## src/rtl/tmr_pkg.sv

```systemverilog
// Purpose: constants and types for the cascaded 8-bit timer pair
// Assumes: apb slave, 8-bit byte address, 32-bit data
// Notes: channel 1 is the capture-capable channel
// Behaviour
// - clear request during a counter write clears it; written value dropped
// - count-up during a counter write: value loaded, increment dropped
// - compare write in the same cycle as its match suppresses the match
// - capture coinciding with compare-c match wins; match suppressed
// - simultaneous a/b matches: toggle, then high, then low, then none
// - internal clock source counts on each falling edge of selected clock
// - clock-select rewrite turning level high to low counts once
// - internal/external source change counts once by same edge detect
// - both cascade modes together: neither counter of the pair counts
// - module starts stopped after reset; clearing stop bit enables operation
// - timer registers accessible only while stop is released
// - select code 100 cascades: 16-bit count or count of ch0 match a
// - overflow flag set when counter wraps from ff to 00
// - capture falling edge after rising edge copies count to both captures
package tmr_pkg;
  localparam int NCH = 2;
  localparam int CAPCH = 1;
  localparam int NSTS = 8;
  localparam logic [7:0] A_STOP = 8'h00;
  localparam logic [7:0] A_CAPEN = 8'h04;
  localparam logic [7:0] A_CH0 = 8'h10;
  localparam logic [7:0] A_STRIDE = 8'h10;
  localparam logic [7:0] O_CTRL = 8'h00;
  localparam logic [7:0] O_CNT = 8'h04;
  localparam logic [7:0] O_CORA = 8'h08;
  localparam logic [7:0] O_CORB = 8'h0C;
  localparam logic [7:0] A_CORC = 8'h30;
  localparam logic [7:0] A_CAPR = 8'h34;
  localparam logic [7:0] A_CAPF = 8'h38;
  localparam logic [7:0] A_STS = 8'h40;
  localparam logic [7:0] A_CLR = 8'h44;
  localparam logic [7:0] A_IEN = 8'h48;
  localparam logic [2:0] CKS_OFF = 3'h0;
  localparam logic [2:0] CKS_D2 = 3'h1;
  localparam logic [2:0] CKS_D8 = 3'h2;
  localparam logic [2:0] CKS_D32 = 3'h3;
  localparam logic [2:0] CKS_CASC = 3'h4;
  localparam logic [2:0] CKS_EXTF = 3'h5;
  localparam logic [2:0] CKS_EXTR = 3'h6;
  localparam int PB_D2 = 0;
  localparam int PB_D8 = 2;
  localparam int PB_D32 = 4;
  localparam int PRE_W = 5;
  localparam logic [1:0] CCLR_NONE = 2'h0;
  localparam logic [1:0] CCLR_A = 2'h1;
  localparam logic [1:0] CCLR_B = 2'h2;
  localparam logic [7:0] CNT_MAX = 8'hFF;
  localparam logic [7:0] CNT_ZERO = 8'h00;
  localparam int S_CMA = 0;
  localparam int S_CMB = 1;
  localparam int S_OVF = 2;
  localparam int S_PER = 3;
  localparam int S_CAP = 6;
  localparam int S_CMC = 7;
  typedef enum logic [1:0] {
    OUT_NONE = 2'h0,
    OUT_LOW = 2'h1,
    OUT_HIGH = 2'h2,
    OUT_TOG = 2'h3
  } out_act_t;
  typedef struct packed {
    logic [1:0] os_b;
    logic [1:0] os_a;
    logic [1:0] cclr;
    logic [2:0] cks;
  } chan_cfg_t;
  localparam int CFG_W = 9;
  typedef enum logic [1:0] {
    CAP_IDLE = 2'h0,
    CAP_ARMED = 2'h1
  } cap_st_t;
endpackage

```

## src/rtl/tmr_pair.sv

```systemverilog
// Purpose: 8-bit timer channel pair with conflict arbitration
// Assumes: single clock, apb slave, one-wait-state three-cycle access
// Notes: channel 1 holds capture and compare c
//
// The implementer's own choices: register access over APB and the address map.
module tmr_pair (
  input wire logic core_clk, // system clock
  input wire logic rst, // sync reset, high
  input wire logic psel, // apb select
  input wire logic penable, // apb enable
  input wire logic pwrite, // apb direction
  input wire logic [7:0] paddr, // apb byte address
  input wire logic [31:0] pwdata, // apb write data
  output logic [31:0] prdata, // apb read data
  output logic pready, // apb ready
  output logic pslverr, // apb error
  input wire logic ext_clk, // external count clock
  input wire logic cap_in, // capture input
  output logic [tmr_pkg::NCH-1:0] tmo, // timer outputs
  output logic irq // level interrupt
);
  import tmr_pkg::*;

  logic [2:0] ext_s_q, ext_s_d, cap_s_q, cap_s_d;
  logic ext_f_q, ext_f_d, cap_f_q, cap_f_d;
  logic stop_q, stop_d, capen_q, capen_d;
  chan_cfg_t cfg_q [NCH];
  chan_cfg_t cfg_d [NCH];
  logic [7:0] cnt_q [NCH];
  logic [7:0] cnt_d [NCH];
  logic [7:0] cora_q [NCH];
  logic [7:0] cora_d [NCH];
  logic [7:0] corb_q [NCH];
  logic [7:0] corb_d [NCH];
  logic [7:0] corc_q, corc_d, capr_q, capr_d, capf_q, capf_d;
  logic [NSTS-1:0] sts_q, sts_d, ien_q, ien_d, sset;
  logic [NCH-1:0] eqa_q, eqa_d, eqb_q, eqb_d, lvl_q, lvl_d;
  logic eqc_q, eqc_d;
  logic [PRE_W-1:0] pre_q, pre_d;
  logic [NCH-1:0] tmo_q, tmo_d;
  logic irq_q, irq_d;
  logic [31:0] prdata_q, prdata_d;
  logic pready_q, pready_d, pslverr_q, pslverr_d;
  cap_st_t cap_q, cap_d;
  logic acc, hit, err, we;
  logic [31:0] rdat;
  logic [NCH-1:0] w_ctrl, w_cnt, w_cora, w_corb;
  logic w_stop, w_capen, w_corc, w_clr, w_ien;
  logic [NCH-1:0] ma, mb, clr, tick, fall;
  logic mc, cap_ev, run, casc16, cmcnt, halt, inc1;
  out_act_t act_a, act_b, act;

  function automatic logic [7:0] cha(input int i, input logic [7:0] off);
    cha = 8'(A_CH0 + 8'(i) * A_STRIDE) + off;
  endfunction

  // input synchronisers, level taken once stages two and three agree
  always_comb begin
    ext_s_d = {ext_s_q[1:0], ext_clk};
    cap_s_d = {cap_s_q[1:0], cap_in};
    ext_f_d = (ext_s_q[1] == ext_s_q[2]) ? ext_s_q[2] : ext_f_q;
    cap_f_d = (cap_s_q[1] == cap_s_q[2]) ? cap_s_q[2] : cap_f_q;
  end

  always_ff @(posedge core_clk) begin
    if (rst) begin
      ext_s_q <= 3'h0;
      cap_s_q <= 3'h0;
      ext_f_q <= 1'b0;
      cap_f_q <= 1'b0;
    end else begin
      ext_s_q <= ext_s_d;
      cap_s_q <= cap_s_d;
      ext_f_q <= ext_f_d;
      cap_f_q <= cap_f_d;
    end
  end

  // apb decode and read mux
  always_comb begin
    acc = psel & penable & pready_q;
    rdat = 32'h0000_0000;
    hit = 1'b1;
    case (paddr)
      A_STOP: rdat = 32'(stop_q);
      A_CAPEN: rdat = 32'(capen_q);
      A_CORC: rdat = 32'(corc_q);
      A_CAPR: rdat = 32'(capr_q);
      A_CAPF: rdat = 32'(capf_q);
      A_STS: rdat = 32'(sts_q);
      A_CLR: rdat = 32'h0000_0000;
      A_IEN: rdat = 32'(ien_q);
      default: hit = 1'b0;
    endcase
    for (int i = 0; i < NCH; i++) begin
      if (paddr == cha(i, O_CTRL)) begin
        hit = 1'b1;
        rdat = 32'(cfg_q[i]);
      end
      if (paddr == cha(i, O_CNT)) begin
        hit = 1'b1;
        rdat = 32'(cnt_q[i]);
      end
      if (paddr == cha(i, O_CORA)) begin
        hit = 1'b1;
        rdat = 32'(cora_q[i]);
      end
      if (paddr == cha(i, O_CORB)) begin
        hit = 1'b1;
        rdat = 32'(corb_q[i]);
      end
    end
    err = ~hit | (stop_q & (paddr != A_STOP));
    we = acc & pwrite & ~err;
    w_stop = we & (paddr == A_STOP);
    w_capen = we & (paddr == A_CAPEN);
    w_corc = we & (paddr == A_CORC);
    w_clr = we & (paddr == A_CLR);
    w_ien = we & (paddr == A_IEN);
    for (int i = 0; i < NCH; i++) begin
      w_ctrl[i] = we & (paddr == cha(i, O_CTRL));
      w_cnt[i] = we & (paddr == cha(i, O_CNT));
      w_cora[i] = we & (paddr == cha(i, O_CORA));
      w_corb[i] = we & (paddr == cha(i, O_CORB));
    end
    pready_d = psel & penable & ~pready_q;
    pslverr_d = pready_d & err;
    prdata_d = (pready_d & ~pwrite & ~err) ? rdat : prdata_q;
  end

  // selected clock levels, events and counter arbitration
  always_comb begin
    run = ~stop_q;
    pre_d = run ? pre_q + PRE_W'(1) : pre_q;
    casc16 = cfg_q[0].cks == CKS_CASC;
    cmcnt = cfg_q[1].cks == CKS_CASC;
    halt = casc16 & cmcnt;
    for (int i = 0; i < NCH; i++) begin
      case (cfg_q[i].cks)
        CKS_D2: lvl_d[i] = pre_q[PB_D2];
        CKS_D8: lvl_d[i] = pre_q[PB_D8];
        CKS_D32: lvl_d[i] = pre_q[PB_D32];
        CKS_EXTF: lvl_d[i] = ext_f_q;
        CKS_EXTR: lvl_d[i] = ~ext_f_q;
        default: lvl_d[i] = 1'b0;
      endcase
      // rewrite of select bits seen the same way as a clock edge
      fall[i] = run & lvl_q[i] & ~lvl_d[i];
      eqa_d[i] = cnt_q[i] == cora_q[i];
      eqb_d[i] = cnt_q[i] == corb_q[i];
      ma[i] = run & eqa_d[i] & ~eqa_q[i] & ~w_cora[i];
      mb[i] = run & eqb_d[i] & ~eqb_q[i] & ~w_corb[i];
      clr[i] = (cfg_q[i].cclr == CCLR_A & ma[i]) | (cfg_q[i].cclr == CCLR_B & mb[i]);
    end
    tick[1] = ~halt & (cmcnt ? ma[0] : fall[1]);
    inc1 = tick[1] & ~clr[1] & ~w_cnt[1];
    tick[0] = ~halt & (casc16 ? (inc1 & (cnt_q[1] == CNT_MAX)) : fall[0]);
    sset = '0;
    for (int i = 0; i < NCH; i++) begin
      cnt_d[i] = cnt_q[i];
      if (clr[i]) begin
        cnt_d[i] = CNT_ZERO;
      end else if (w_cnt[i]) begin
        cnt_d[i] = pwdata[7:0];
      end else if (tick[i]) begin
        cnt_d[i] = cnt_q[i] + 8'h01;
        sset[i * S_PER + S_OVF] = cnt_q[i] == CNT_MAX;
      end
      sset[i * S_PER + S_CMA] = ma[i];
      sset[i * S_PER + S_CMB] = mb[i];
      cfg_d[i] = w_ctrl[i] ? chan_cfg_t'(pwdata[CFG_W-1:0]) : cfg_q[i];
      cora_d[i] = w_cora[i] ? pwdata[7:0] : cora_q[i];
      corb_d[i] = w_corb[i] ? pwdata[7:0] : corb_q[i];
    end
  end

  // capture on falling edge after a rising edge
  always_comb begin
    cap_d = cap_q;
    cap_ev = 1'b0;
    case (cap_q)
      CAP_IDLE: begin
        if (run & capen_q & cap_f_d & ~cap_f_q) begin
          cap_d = CAP_ARMED;
        end
      end
      CAP_ARMED: begin
        if (~run | ~capen_q) begin
          cap_d = CAP_IDLE;
        end else if (~cap_f_d & cap_f_q) begin
          cap_ev = 1'b1;
          cap_d = CAP_IDLE;
        end
      end
      default: cap_d = CAP_IDLE;
    endcase
    capr_d = cap_ev ? cnt_q[CAPCH] : capr_q;
    capf_d = cap_ev ? cnt_q[CAPCH] : capf_q;
    eqc_d = cnt_q[CAPCH] == corc_q;
    mc = run & eqc_d & ~eqc_q & ~w_corc & ~cap_ev;
    corc_d = w_corc ? pwdata[7:0] : corc_q;
  end

  // outputs, status and control registers
  always_comb begin
    act_a = OUT_NONE;
    act_b = OUT_NONE;
    act = OUT_NONE;
    for (int i = 0; i < NCH; i++) begin
      act_a = ma[i] ? out_act_t'(cfg_q[i].os_a) : OUT_NONE;
      act_b = mb[i] ? out_act_t'(cfg_q[i].os_b) : OUT_NONE;
      // encoding order equals output priority
      act = (act_a > act_b) ? act_a : act_b;
      case (act)
        OUT_TOG: tmo_d[i] = ~tmo_q[i];
        OUT_HIGH: tmo_d[i] = 1'b1;
        OUT_LOW: tmo_d[i] = 1'b0;
        default: tmo_d[i] = tmo_q[i];
      endcase
    end
    // hardware set wins over software clear
    sts_d = (sts_q & ~(w_clr ? pwdata[NSTS-1:0] : '0)) | sset;
    sts_d[S_CAP] = sts_d[S_CAP] | cap_ev;
    sts_d[S_CMC] = sts_d[S_CMC] | mc;
    ien_d = w_ien ? pwdata[NSTS-1:0] : ien_q;
    irq_d = |(sts_d & ien_d);
    stop_d = w_stop ? pwdata[0] : stop_q;
    capen_d = w_capen ? pwdata[0] : capen_q;
  end

  always_ff @(posedge core_clk) begin
    if (rst) begin
      stop_q <= 1'b1;
      capen_q <= 1'b0;
      for (int i = 0; i < NCH; i++) begin
        cfg_q[i] <= '0;
        cnt_q[i] <= CNT_ZERO;
        cora_q[i] <= CNT_MAX;
        corb_q[i] <= CNT_MAX;
      end
      corc_q <= CNT_MAX;
      capr_q <= CNT_ZERO;
      capf_q <= CNT_ZERO;
      sts_q <= '0;
      ien_q <= '0;
      eqa_q <= '0;
      eqb_q <= '0;
      eqc_q <= 1'b0;
      lvl_q <= '0;
      pre_q <= '0;
      tmo_q <= '0;
      irq_q <= 1'b0;
      prdata_q <= 32'h0000_0000;
      pready_q <= 1'b0;
      pslverr_q <= 1'b0;
      cap_q <= CAP_IDLE;
    end else begin
      stop_q <= stop_d;
      capen_q <= capen_d;
      cfg_q <= cfg_d;
      cnt_q <= cnt_d;
      cora_q <= cora_d;
      corb_q <= corb_d;
      corc_q <= corc_d;
      capr_q <= capr_d;
      capf_q <= capf_d;
      sts_q <= sts_d;
      ien_q <= ien_d;
      eqa_q <= eqa_d;
      eqb_q <= eqb_d;
      eqc_q <= eqc_d;
      lvl_q <= lvl_d;
      pre_q <= pre_d;
      tmo_q <= tmo_d;
      irq_q <= irq_d;
      prdata_q <= prdata_d;
      pready_q <= pready_d;
      pslverr_q <= pslverr_d;
      cap_q <= cap_d;
    end
  end

  assign prdata = prdata_q;
  assign pready = pready_q;
  assign pslverr = pslverr_q;
  assign tmo = tmo_q;
  assign irq = irq_q;
endmodule

```

## config.mk

```make
export PLATFORM = sky130hd
export DESIGN_NAME = tmr_pair
export DESIGN_NICKNAME = d
export VERILOG_FILES = /design/src/rtl/tmr_pkg.sv /design/src/rtl/tmr_pair.sv
export SDC_FILE = /design/constraint.sdc
export NUM_CORES = 1
export LEC_CHECK = 0
export BUFFER_PORTS_ARGS = -buffer_cell sky130_fd_sc_hd__buf_2
export CAP_MARGIN = 25
export CORE_MARGIN = 3
export CORE_UTILIZATION = 30
export CTS_CLUSTER_DIAMETER = 100
export DETAILED_ROUTE_END_ITERATION = 10
export GPL_TIMING_DRIVEN = 0
export PLACE_DENSITY_LB_ADDON = 0.12
export SLEW_MARGIN = 20
export SYNTH_ARGS = -nofsm -noshare
export SYNTH_HDL_FRONTEND = slang
export SYNTH_SLANG_ARGS = --single-unit
```

## constraint.sdc

```tcl
create_clock -name core_clk -period 3.9 [get_ports core_clk]
set_input_delay 0.78 -clock core_clk [delete_from_list [all_inputs] [get_ports core_clk]]
set_output_delay 0.78 -clock core_clk [all_outputs]
set_load 0.005 [all_outputs]
```

==> results of run 1 <==
-- cell usage in the layout, fill, tap and decap left out, drive strengths merged, types with 24 or more instances in the layout --
cell type / Yosys / final
mux2i: 43 / 43
a211o: 24 / 24
o21ai: 24 / 24
xor2: 34 / 34
nand2: 88 / 88
nor2: 97 / 97
nor2b: 41 / 41
buf: 40 / 77
clkbuf: 45 / 65
dfxtp: 135 / 135
-- power groups by stage --
stage	registers, W	clock network, W	logic (W)
finish	0.00138	0.00177	0.000169
global route	0.00138	0.00186	0.000180
CTS	0.00138	0.00180	0.000165
detailed placement	0.00141	0	0.000164
global placement	0.00141	0	0.000166
floorplan	0.00141	0	0.0000929
-- synth_stat cells (all sizes together), types with 3 or more instances --
| cell | number | area (sq um) |
|---|---|---|
| a2111oi | 4 | 35.0 |
| a211o | 24 | 210 |
| a211oi | 18 | 155 |
| a21boi | 3 | 22.5 |
| a21o | 6 | 45.0 |
| a21oi | 15 | 75.1 |
| a221oi | 5 | 43.8 |
| a222oi | 5 | 50.1 |
| a22o | 4 | 35.0 |
| a22oi | 14 | 105 |
| a311oi | 6 | 52.6 |
| and2b | 4 | 30.0 |
| and3 | 10 | 62.6 |
| buf | 40 | 278 |
| clkbuf | 45 | 169 |
| dfxtp | 135 | 2700 |
| ha | 13 | 163 |
| inv | 11 | 41.3 |
| mux2 | 6 | 67.6 |
| mux2i | 43 | 430 |
| nand2 | 88 | 330 |
| nand2b | 4 | 25.0 |
| nand3 | 15 | 80.1 |
| nand3b | 18 | 135 |
| nand4 | 10 | 62.6 |
| nor2 | 97 | 367 |
| nor2b | 41 | 257 |
| nor3 | 18 | 126 |
| nor3b | 7 | 52.6 |
| nor4 | 14 | 115 |
| nor4b | 6 | 52.6 |
| o211ai | 4 | 30.0 |
| o21a | 3 | 22.5 |
| o21ai | 24 | 124 |
| o22ai | 6 | 37.5 |
| or2 | 4 | 25.0 |
| or3 | 4 | 25.0 |
| or4 | 3 | 22.5 |
| or4b | 5 | 53.8 |
| xnor2 | 23 | 201 |
| xor2 | 34 | 298 |
-- layer usage --
| metal | global-route usage (%) | up-vias | wire length, microns |
|---|---|---|---|
| met5 | 0 | - | 0 |
| met4 | 7.69 | 0 | 827 |
| met3 | 3.88 | 43 | 1400 |
| met2 | 32.4 | 208 | 12300 |
| met1 | 28.2 | 3234 | 12700 |
| li1 | - | 3179 | - |
-- timing repair --
item / 4_1_cts / 5_1_grt
pin swaps: 0 / 2
hold endpoints to repair: 0 / 0
gates resized for setup: 5 / 13
setup endpoints to repair: 1 / 2
buffers inserted: 0 / 2
-- cell type report --
cell class | instances | share of cell area [%]
clock inverters | 11 | 1.94
repair buffers | 38 | 2.20
multi-input cells | 656 | 49.9
flip-flops and latches | 135 | 30.5
clock buffers | 21 | 5.31
inverters | 11 | 0.466
plain buffers | 83 | 5.05
well taps | 324 | 4.58
-- registers in the layout, indices dropped and copies added (netlist names), 3 cells and up --
signal   cells
cora_q      16
prdata       9
cap_s_q      3
corb_q      16
ext_s_q      3
ien_q        8
capf_q       8
sts_q        8
corc_q       8
pre_q        5
cnt_q       16
cfg_q       18
-- cells by family after synthesis --
family | synth area share, %
buffers and inverters | 6.55
multiplexers | 6.68
flip-flops | 36.3
adder cells (fa/ha/maj) | 2.18
XOR/XNOR | 6.70
other | 0.0503
AND/OR/NAND/NOR | 25.5
AO/OA/AOI/OAI | 16.1
-- metrics by stage --
step / area, sq um / hold slack, ns
after floorplan: 7560 / 0.414
after global placement: 8140 / 0.421
after detailed placement: 8150 / 0.428
after CTS: 8810 / 0.443
after global routing: 8850 / 0.466
final: 8850 / 0.438
-- worst paths after layout --
| check | start | end |
|---|---|---|
| worst max-delay path | paddr[3] | tmo[1]$_SDFFE_PP0P_ |
| worst min-delay path | cap_s_q[0]$_SDFF_PP0_ | cap_s_q[1]$_SDFF_PP0_ |
| worst max register to register | cnt_q[1]$_SDFFE_PP0P_ | tmo[1]$_SDFFE_PP0P_ |
| worst min register to register | cap_s_q[0]$_SDFF_PP0_ | cap_s_q[1]$_SDFF_PP0_ |
-- worst register-to-register path: stages, from the launching register on --
cell and delay [ns]:
dfxtp_1 0.34, buf_1 0.50, xnor2_1 0.19, nand4_1 0.11
a311oi_1 0.30, nor3b_4 0.34, nand2_1 0.13, ha_1 0.30
o22ai_1 0.18, mux2_2 0.37, ha_1 0.30, nor3b_1 0.14
a221oi_1 0.21, nor2_1 0.06
==> metrics.md, run 1 <==
| Metric | Value |
|---|---|
| Buffer and inverter count on the worst path | 4 |
| Top FF cell, synth | dfxtp_1 |
| Cell variety after synth | between 70 and 80 |
| Layout cell share with drive strength beyond 1 | 15.8% |
| CP max stage cell | or4_1 |
| Fillcell total | 2588 |
| Wirelength, routed | between 20000 and 30000 microns |
| Yosys reg bits | ~140 |
| Worst-Skew Late Latency | between 0.4 and 0.5 ns |
| Setup WS post-layout | 0.196 ns |
| Mapped Cells | a little under 900 |
| DRT antenna net count | 0 |
| Width of the die | between 150 and 200 microns |
| Clock transition at path regs | 0.06 ns |
| I/O pins | 84 |
| Die area | 26800 sq um |
| DRT Pass-1 Iters | 5 |
| Clk sinks | 135 |
| Max stage delay on crit path | 0.53 ns |
| Tightest Pin Transition | about 1.0 ns |
| Vias/cell | approximately 5.2 |
| Placed cell count | about 1200 |
| Routed length per instance | roughly 21 microns |
| Die Ht | between 150 and 200 microns |
| FFs w/ async S/R, synth | 0% |
| Worst Reg2Reg Path Length in Cells | 13 |
| Setup TNS | 0 ns |
| CTS root buf | clkbuf_16 |
| Worst setup EP type | register |
| Post-synth EDFFs | 0 |
| Max-Cap Viols | 0 |
| Crit Path Class | in -> reg |
| CP Launch Type | primary input |
| Final slew viol count | 0 |
| Vias in the first global route | roughly 6300 |
| Power, Total | approximately 0.0033 W |
| Final hold violation count | 0 |
| WHS Path Cells | 1 |
| Drt first-iter violations | between 400 and 500 |
| Syn Area/Cell | about 8.6 sq um |
| # setup viols final | 0 |
| Multi-input logic area | between 4000 and 5000 sq um |
| Placed wire-length estimate | 20100 microns |
| DP Worst Slack | -0.904 ns |
| Crit-path max FO | 9 |
| Outcome | complete, no violations |
| First-pass GRT wire length | about 41000 microns |
| Peak supply drop | ~170 uV |
| CTS tree | done |
| Htree depth | 4 |
| CTS max path bufs | 2 |
| Area Growth Syn to Fin | 18.8% |
| Worst clock skew | approximately 0.012 ns |
| Combinational power share | 5.1% |
| Stages on the worst setup path | 16 |
| Net Sw Frac | 23.1% |
| Internal Power | roughly 0.0026 W |
| Non-Filler Instances | approximately 1300 |
| PwrDens | between 300 and 400 nW/um^2 |
| Clock share of power | between 50% and 60% |
| Initial antenna violation count | 1 |
| Register area share after synthesis | between 30% and 40% |
| Hold Path Class | reg -> reg |
| Gpl congestion | ~0.9 |
| # DRC | 0 |
| Vias | approximately 6700 |
| Relative slew slack | 30.1% |
| P_leak | 3.41 nW |
| Site row count | 57 |
| Initial core utilization | between 30 and 40% |
| Data arrival, critical path | between 3 and 4 ns |
| Crit path cell chain | clkbuf_1 -> or4_1 -> buf_2 -> o21ai_4 -> a311oi_1 -> nor3b_4 -> nand2_1 -> inv_1 -> ha_1 -> inv_1 -> o22ai_1 -> mux2_2 -> ha_1 -> nor3b_1 -> a221oi_1 -> nor2_1 |
| Psw | ~0.00077 W |
| Core area | 24400 sq um |
| Required @ worst endpoint | between 4 and 5 ns |
| Largest net degree at the start of global routing | 17 |
| R2R setup slack | between 0.2 and 0.3 ns |
| GR Overflow Total | 0 |
| Ant diodes | 0 |
| Fmax | roughly 270 MHz |
| Final nets | around 1000 |
| Tot GR Track Use | between 20% and 30% |
| Reg area | 2700 sq um |
| YS warnings | 0 |
| IO Port Bufs | 35 |
| Inserted Clock Buffers | 17 |
| Crit path max-delay family | simple AND/OR/NAND/NOR gates |
| Mapped Area | about 7500 sq um |
| Sequential power share | a little over two fifths |
| Final Core Density | a little over a third |
| Cts hold-fix bufs | 0 |
| Fin crit period | between 3 and 4 ns |
| Tcrit/Tclk final | roughly 95% |
No activity file was read; power rests on OpenSTA's default activity.
==> run 2, diff against run 1 <==
Settings changed: MAX_ROUTING_LAYER from default to met4.
==> run 2 against run 1 <==
Net effect:
- clock power barely moved
- sequential power about the same
- non-clock buffer count stayed put
- first-iteration DRC count decreased by 2.2%
- sequential share of layout area is the same
- critical path type unchanged
- critical endpoint unchanged
- largest cell class unchanged
- largest power group unchanged
==> metrics.md, run 2 (synthesis results as in run 1) <==
| Metric | Value |
|---|---|
| Vias | between 6000 and 7000 |
| Clock transition at path regs | 0.06 ns |
| Max reg flops | 18 |
| Commonest non-fill, non-tap cell in the layout | dfxtp_1 |
| CP max stage cell | or4_4 |
| DP Worst Slack | -0.904 ns |
| Fmax | between 200 and 300 MHz |
| Data arrival, critical path | 3.99 ns |
| Final hold violation count | 0 |
| Placed wire-length estimate | between 20000 and 25000 microns |
| Fin crit period | 3.70 ns |
| Worst setup EP type | register |
| PwrDens | approximately 380 nW/um^2 |
| Worst clock skew | between 0.008 and 0.009 ns |
| Tightest Pin Transition | around 1.1 ns |
| Buffer and inverter count on the worst path | 4 |
| Setup TNS | 0 ns |
| Crit path cell chain | buf_2 -> clkbuf_2 -> or4_4 -> o21ai_4 -> a311oi_1 -> nor3b_4 -> nand2_1 -> inv_1 -> ha_1 -> inv_1 -> o22ai_1 -> mux2_2 -> ha_1 -> nor3b_1 -> a221oi_1 -> nor2_1 |
| DRT Pass-1 Iters | 7 |
| Max stage delay on crit path | ~0.60 ns |
| Area Growth Syn to Fin | 18.8% |
| P_leak | ~3.4 nW |
| CTS max path bufs | 2 |
| Crit-path max FO | 10 |
| Vias in the first global route | ~6300 |
| Tot GR Track Use | 21.3% |
| Inserted Clock Buffers | 17 |
| GR Overflow Total | 0 |
| # setup viols final | 0 |
| Width of the die | roughly 160 microns |
| IO Port Bufs | 35 |
| Max-Cap Viols | 0 |
| I/O pins | 84 |
| Die area | ~27000 sq um |
| Site row count | 57 |
| Required @ worst endpoint | about 4.2 ns |
| Most frequent cells in the layout | dfxtp_1, nor2_1, nand2_1 |
| Power, Total | about 0.0033 W |
| Hold Path Class | reg -> reg |
| Vias/cell | 5.19 |
| CTS tree | done |
| Relative slew slack | between 20 and 30% |
| Core area | 24400 sq um |
| Gpl congestion | just over 0.9 |
| Initial antenna violation count | 1 |
| Peak supply drop | around 170 uV |
| Die Ht | about 160 microns |
| First-pass GRT wire length | slightly above 40000 microns |
| Setup WS post-layout | about 0.20 ns |
| Htree depth | 4 |
| Clk sinks | approximately 140 |
| Fillcell total | between 2000 and 3000 |
| CTS root buf | clkbuf_16 |
| Outcome | complete, no violations |
| # DRC | 0 |
| Ant diodes | 0 |
| Crit path max-delay family | simple AND/OR/NAND/NOR gates |
| Wirelength, routed | 27200 microns |
| Largest net degree at the start of global routing | 17 |
| Worst-Skew Late Latency | between 0.4 and 0.5 ns |
| Tcrit/Tclk final | between 90% and 100% |
| DRT antenna net count | 0 |
| Most flops, register | cfg_q |
| Drt first-iter violations | ~450 |
| CP Launch Type | primary input |
| Final slew viol count | 0 |
| Crit Path Class | in -> reg |
| Layout cell share with drive strength beyond 1 | 15.8% |
| Final nets | 1002 |
| Initial core utilization | around 30% |
| Routed length per instance | ~21 microns |
[run 2: cell count changes in the layout (fill, tap and decap cells not counted), sizes merged]
| cell | before | now |
|---|---|---|
| buf | 77 | 76 |
| clkbuf | 65 | 66 |
[run 2: power breakdown]
part | switching (W) | internal [W]
registers | 0.00000204 | 0.00138
logic | 0.000116 | 0.0000530
clock network | 0.000653 | 0.00112
[run 2: worst register-to-register path: cells and delay by family, from the launching register on]
family,cells,cell delay (ns)
XOR/XNOR,1,0.19
buffers and inverters,1,0.52
AO/OA/AOI/OAI,3,0.69
AND/OR/NAND/NOR,5,0.79
flip-flops,1,0.34
adder cells (fa/ha/maj),2,0.60
multiplexers,1,0.37
[run 2: through the flow]
| stage | hold slack [ns] | area, sq um | std cells | util (%) |
|---|---|---|---|---|
| after global routing | 0.466 | 8850 | 1279 | 36.3 |
| after CTS | 0.443 | 8810 | 1278 | 36.1 |
| after global placement | 0.421 | 8140 | 1246 | 33.4 |
| after detailed placement | 0.428 | 8150 | 1246 | 33.4 |
| after floorplan | 0.414 | 7560 | 887 | - |
| final | 0.438 | 8850 | 1279 | 36.3 |
[run 2: path summary, 6_finish.rpt]
check / from / end / slack, ns / depth (start not counted)
worst max register to register: cnt_q[1]$_SDFFE_PP0P_ / tmo[1]$_SDFFE_PP0P_ / 0.26 / 13
worst min register to register: cap_s_q[0]$_SDFF_PP0_ / cap_s_q[1]$_SDFF_PP0_ / 0.44 / 1
worst min-delay path: cap_s_q[0]$_SDFF_PP0_ / cap_s_q[1]$_SDFF_PP0_ / 0.44 / 1
worst max-delay path: paddr[6] / tmo[1]$_SDFFE_PP0P_ / 0.20 / 16
[run 2: metal layers]
layer | GRT usage (%) | up-vias | wire length [microns]
li1 | - | 3180 | -
met1 | 28.4 | 3202 | 12800
met2 | 32.2 | 206 | 12200
met3 | 3.68 | 52 | 1420
met4 | 7.69 | 0 | 868
met5 | - | - | 0
[run 2: final cells by class]
class	count	area, sq um	area share [%]
Timing Repair Buffer	38	195	2.20
Buffer	83	447	5.05
Clock buffer	21	470	5.31
Multi-Input combinational cell	656	4420	49.9
Sequential cell	135	2700	30.5
Tap cell	324	405	4.58
Inverter	11	41.3	0.466
Clock inverter	11	171	1.94
[run 2: what timing repair did]
item / CTS / global route
hold buffers: 0 / 0
cloned: 0 / 0
endpoints found under the setup margin: 1 / 2
setup buffers: 0 / 2
gates resized for setup: 5 / 13
pin swaps: 0 / 2
==> run 3, diff against run 2 <==
Settings changed: GPL_TIMING_DRIVEN 0 to default.
==> run 3 against run 2 <==
Net effect:
- combinational power is 13% lower
- via count is 0.99% lower
- global-route usage is 0.52 points lower
- flip-flop and latch count stayed put
- utilization is 0.41 points higher
- critical path type unchanged
==> metrics.md, run 3 (synthesis results as in run 1) <==
| Metric | Value |
|---|---|
| Final nets | ~1000 |
| I/O pins | 84 |
| Crit-path max FO | 6 |
| Final slew viol count | 0 |
| Vias | ~6600 |
| CTS tree | done |
| CP Launch Type | primary input |
| Max Used Layer | met4 |
| Peak supply drop | ~190 uV |
| Clk sinks | about 140 |
| # setup viols final | 0 |
| Initial antenna violation count | 0 |
| Drt first-iter violations | between 500 and 600 |
| Clock transition at path regs | roughly 0.07 ns |
| # DRC | 0 |
| Wirelength, routed | 26300 microns |
| Power, Total | ~0.0033 W |
| Fmax | between 200 and 300 MHz |
| Crit Path Class | in -> reg |
| Max reg flops | 18 |
| Initial core utilization | 30.6% |
| Worst-Skew Late Latency | approximately 0.43 ns |
| Setup TNS | 0 ns |
| Required @ worst endpoint | between 4 and 5 ns |
| Tightest Pin Transition | approximately 0.67 ns |
| Post-route cell area | 8950 sq um |
| Buffer and inverter count on the worst path | 3 |
| Post-CTS Setup Inserts | 0 |
| Max stage delay on crit path | 0.56 ns |
| Hold Path Class | reg -> reg |
| GR Overflow Total | 0 |
| P_leak | roughly 3.5 nW |
| CTS root buf | clkbuf_16 |
| Fin crit period | 3.61 ns |
| Cts repair resizes | 0 |
| PwrDens | 368 nW/um^2 |
| CTS max path bufs | 2 |
| Width of the die | between 150 and 200 microns |
| Layout cell share with drive strength beyond 1 | between 10% and 20% |
| DR WL met2 | approximately 12000 microns |
| Worst setup EP type | register |
| CP max stage cell | or4b_1 |
| Outcome | complete, no violations |
| First-pass GRT wire length | ~40000 microns |
| RSZ-0062 raised after global routing | false |
| DRT Pass-1 Iters | 5 |
| Data arrival, critical path | about 3.9 ns |
| Commonest non-fill, non-tap cell in the layout | dfxtp_1 |
| Most flops, register | cfg_q |
| Placed wire-length estimate | around 19000 microns |
| Htree depth | 4 |
| Ant diodes | 0 |
| Most frequent cells in the layout | dfxtp_1, nor2_1, nand2_1 |
| Core area | roughly 24000 sq um |
| Vias/cell | 5.16 |
| Die area | 26800 sq um |
| Vias in the first global route | 6221 |
| Die Ht | 164 microns |
| Largest net degree at the start of global routing | between 40 and 50 |
| Gpl congestion | ~0.89 |
| Final hold violation count | 0 |
| Tot GR Track Use | 20.7% |
| Area Growth Syn to Fin | 20.1% |
| Routed length per instance | ~21 microns |
| Max-Cap Viols | 0 |
| Tcrit/Tclk final | 92.6% |
| Worst clock skew | 0.0116 ns |
| Crit path max-delay family | simple AND/OR/NAND/NOR gates |
| Crit path cell chain | buf_2 -> or4b_1 -> nor3_1 -> a311oi_1 -> nor3b_1 -> nand2_1 -> inv_1 -> ha_1 -> inv_1 -> o22ai_1 -> mux2_2 -> ha_1 -> nor3b_1 -> a221oi_1 -> nor2_1 |
| Inserted Clock Buffers | 17 |
| Area after DPL | roughly 8300 sq um |
| IO Port Bufs | 37 |
| Relative slew slack | 54.8% |
| Cts hold-fix bufs | 0 |
| Site row count | 57 |
| WL met1 | around 13000 microns |
| DRT antenna net count | 0 |
| Met3 Routed Length | around 1200 microns |
==> run 3: cell types whose count changed in the layout (fill, tap and decap cells not counted), sizes merged <==
cell / change
inv: +3
clkbuf: -49
buf: +40
clkinvlp: +1
==> run 3: report_power, final <==
part           switching (W)  internal [W]
Sequential        0.00000229       0.00138
Clock               0.000688       0.00107
Combinational       0.000103     0.0000440
Total               0.000794       0.00250
==> run 3: metrics by stage <==
step,cells,util [%],worst slack (ns),hold WS (ns)
after CTS,1273,36.7,0.306,0.438
after global routing,1274,36.7,0.0248,0.463
after detailed placement,1241,34.1,-0.143,0.427
final,1274,36.7,0.289,0.433
after global placement,1241,34.1,-0.0957,0.419
after floorplan,887,-,0.0153,0.414
==> run 3: final timing paths <==
| kind | startpoint | end | slack (ns) | depth (start not counted) |
|---|---|---|---|---|
| hold reg to reg | ext_s_q[0]$_SDFF_PP0_ | ext_s_q[1]$_SDFF_PP0_ | 0.43 | 1 |
| setup reg to reg | corb_q[3]$_SDFFE_PP1P_ | tmo[1]$_SDFFE_PP0P_ | 0.38 | 13 |
| setup / recovery | paddr[6] | tmo[1]$_SDFFE_PP0P_ | 0.29 | 15 |
| hold / removal | ext_s_q[0]$_SDFF_PP0_ | ext_s_q[1]$_SDFF_PP0_ | 0.43 | 1 |
==> run 3: worst reg2reg max path: stages (launching register included) <==
cell      delay, ns
dfxtp_1        0.38
xnor2_1        0.16
nand4_1        0.21
a311oi_1       0.44
nor3b_1        0.47
nand2_1        0.15
ha_1           0.32
nor2_1         0.04
o22ai_1        0.13
mux2_2         0.37
ha_1           0.30
nor3b_1        0.14
a221oi_1       0.22
nor2_1         0.06
==> run 3: final cells by class <==
class / instances / area (sq um)
Fill cell: 2575 / 15400
Multi-Input combinational cell: 656 / 4380
Tap cell: 324 / 405
Timing Repair Buffer: 116 / 793
Clock buffer: 17 / 425
Inverter: 11 / 41.3
Sequential cell: 135 / 2700
Clock inverter: 15 / 201
==> run 3: per-layer routing <==
layer / up-vias / track usage [%]
li1: 3178 / -
met2: 179 / 31.2
met4: 0 / 6.00
met3: 37 / 3.63
met1: 3180 / 28.5
met5: - / -
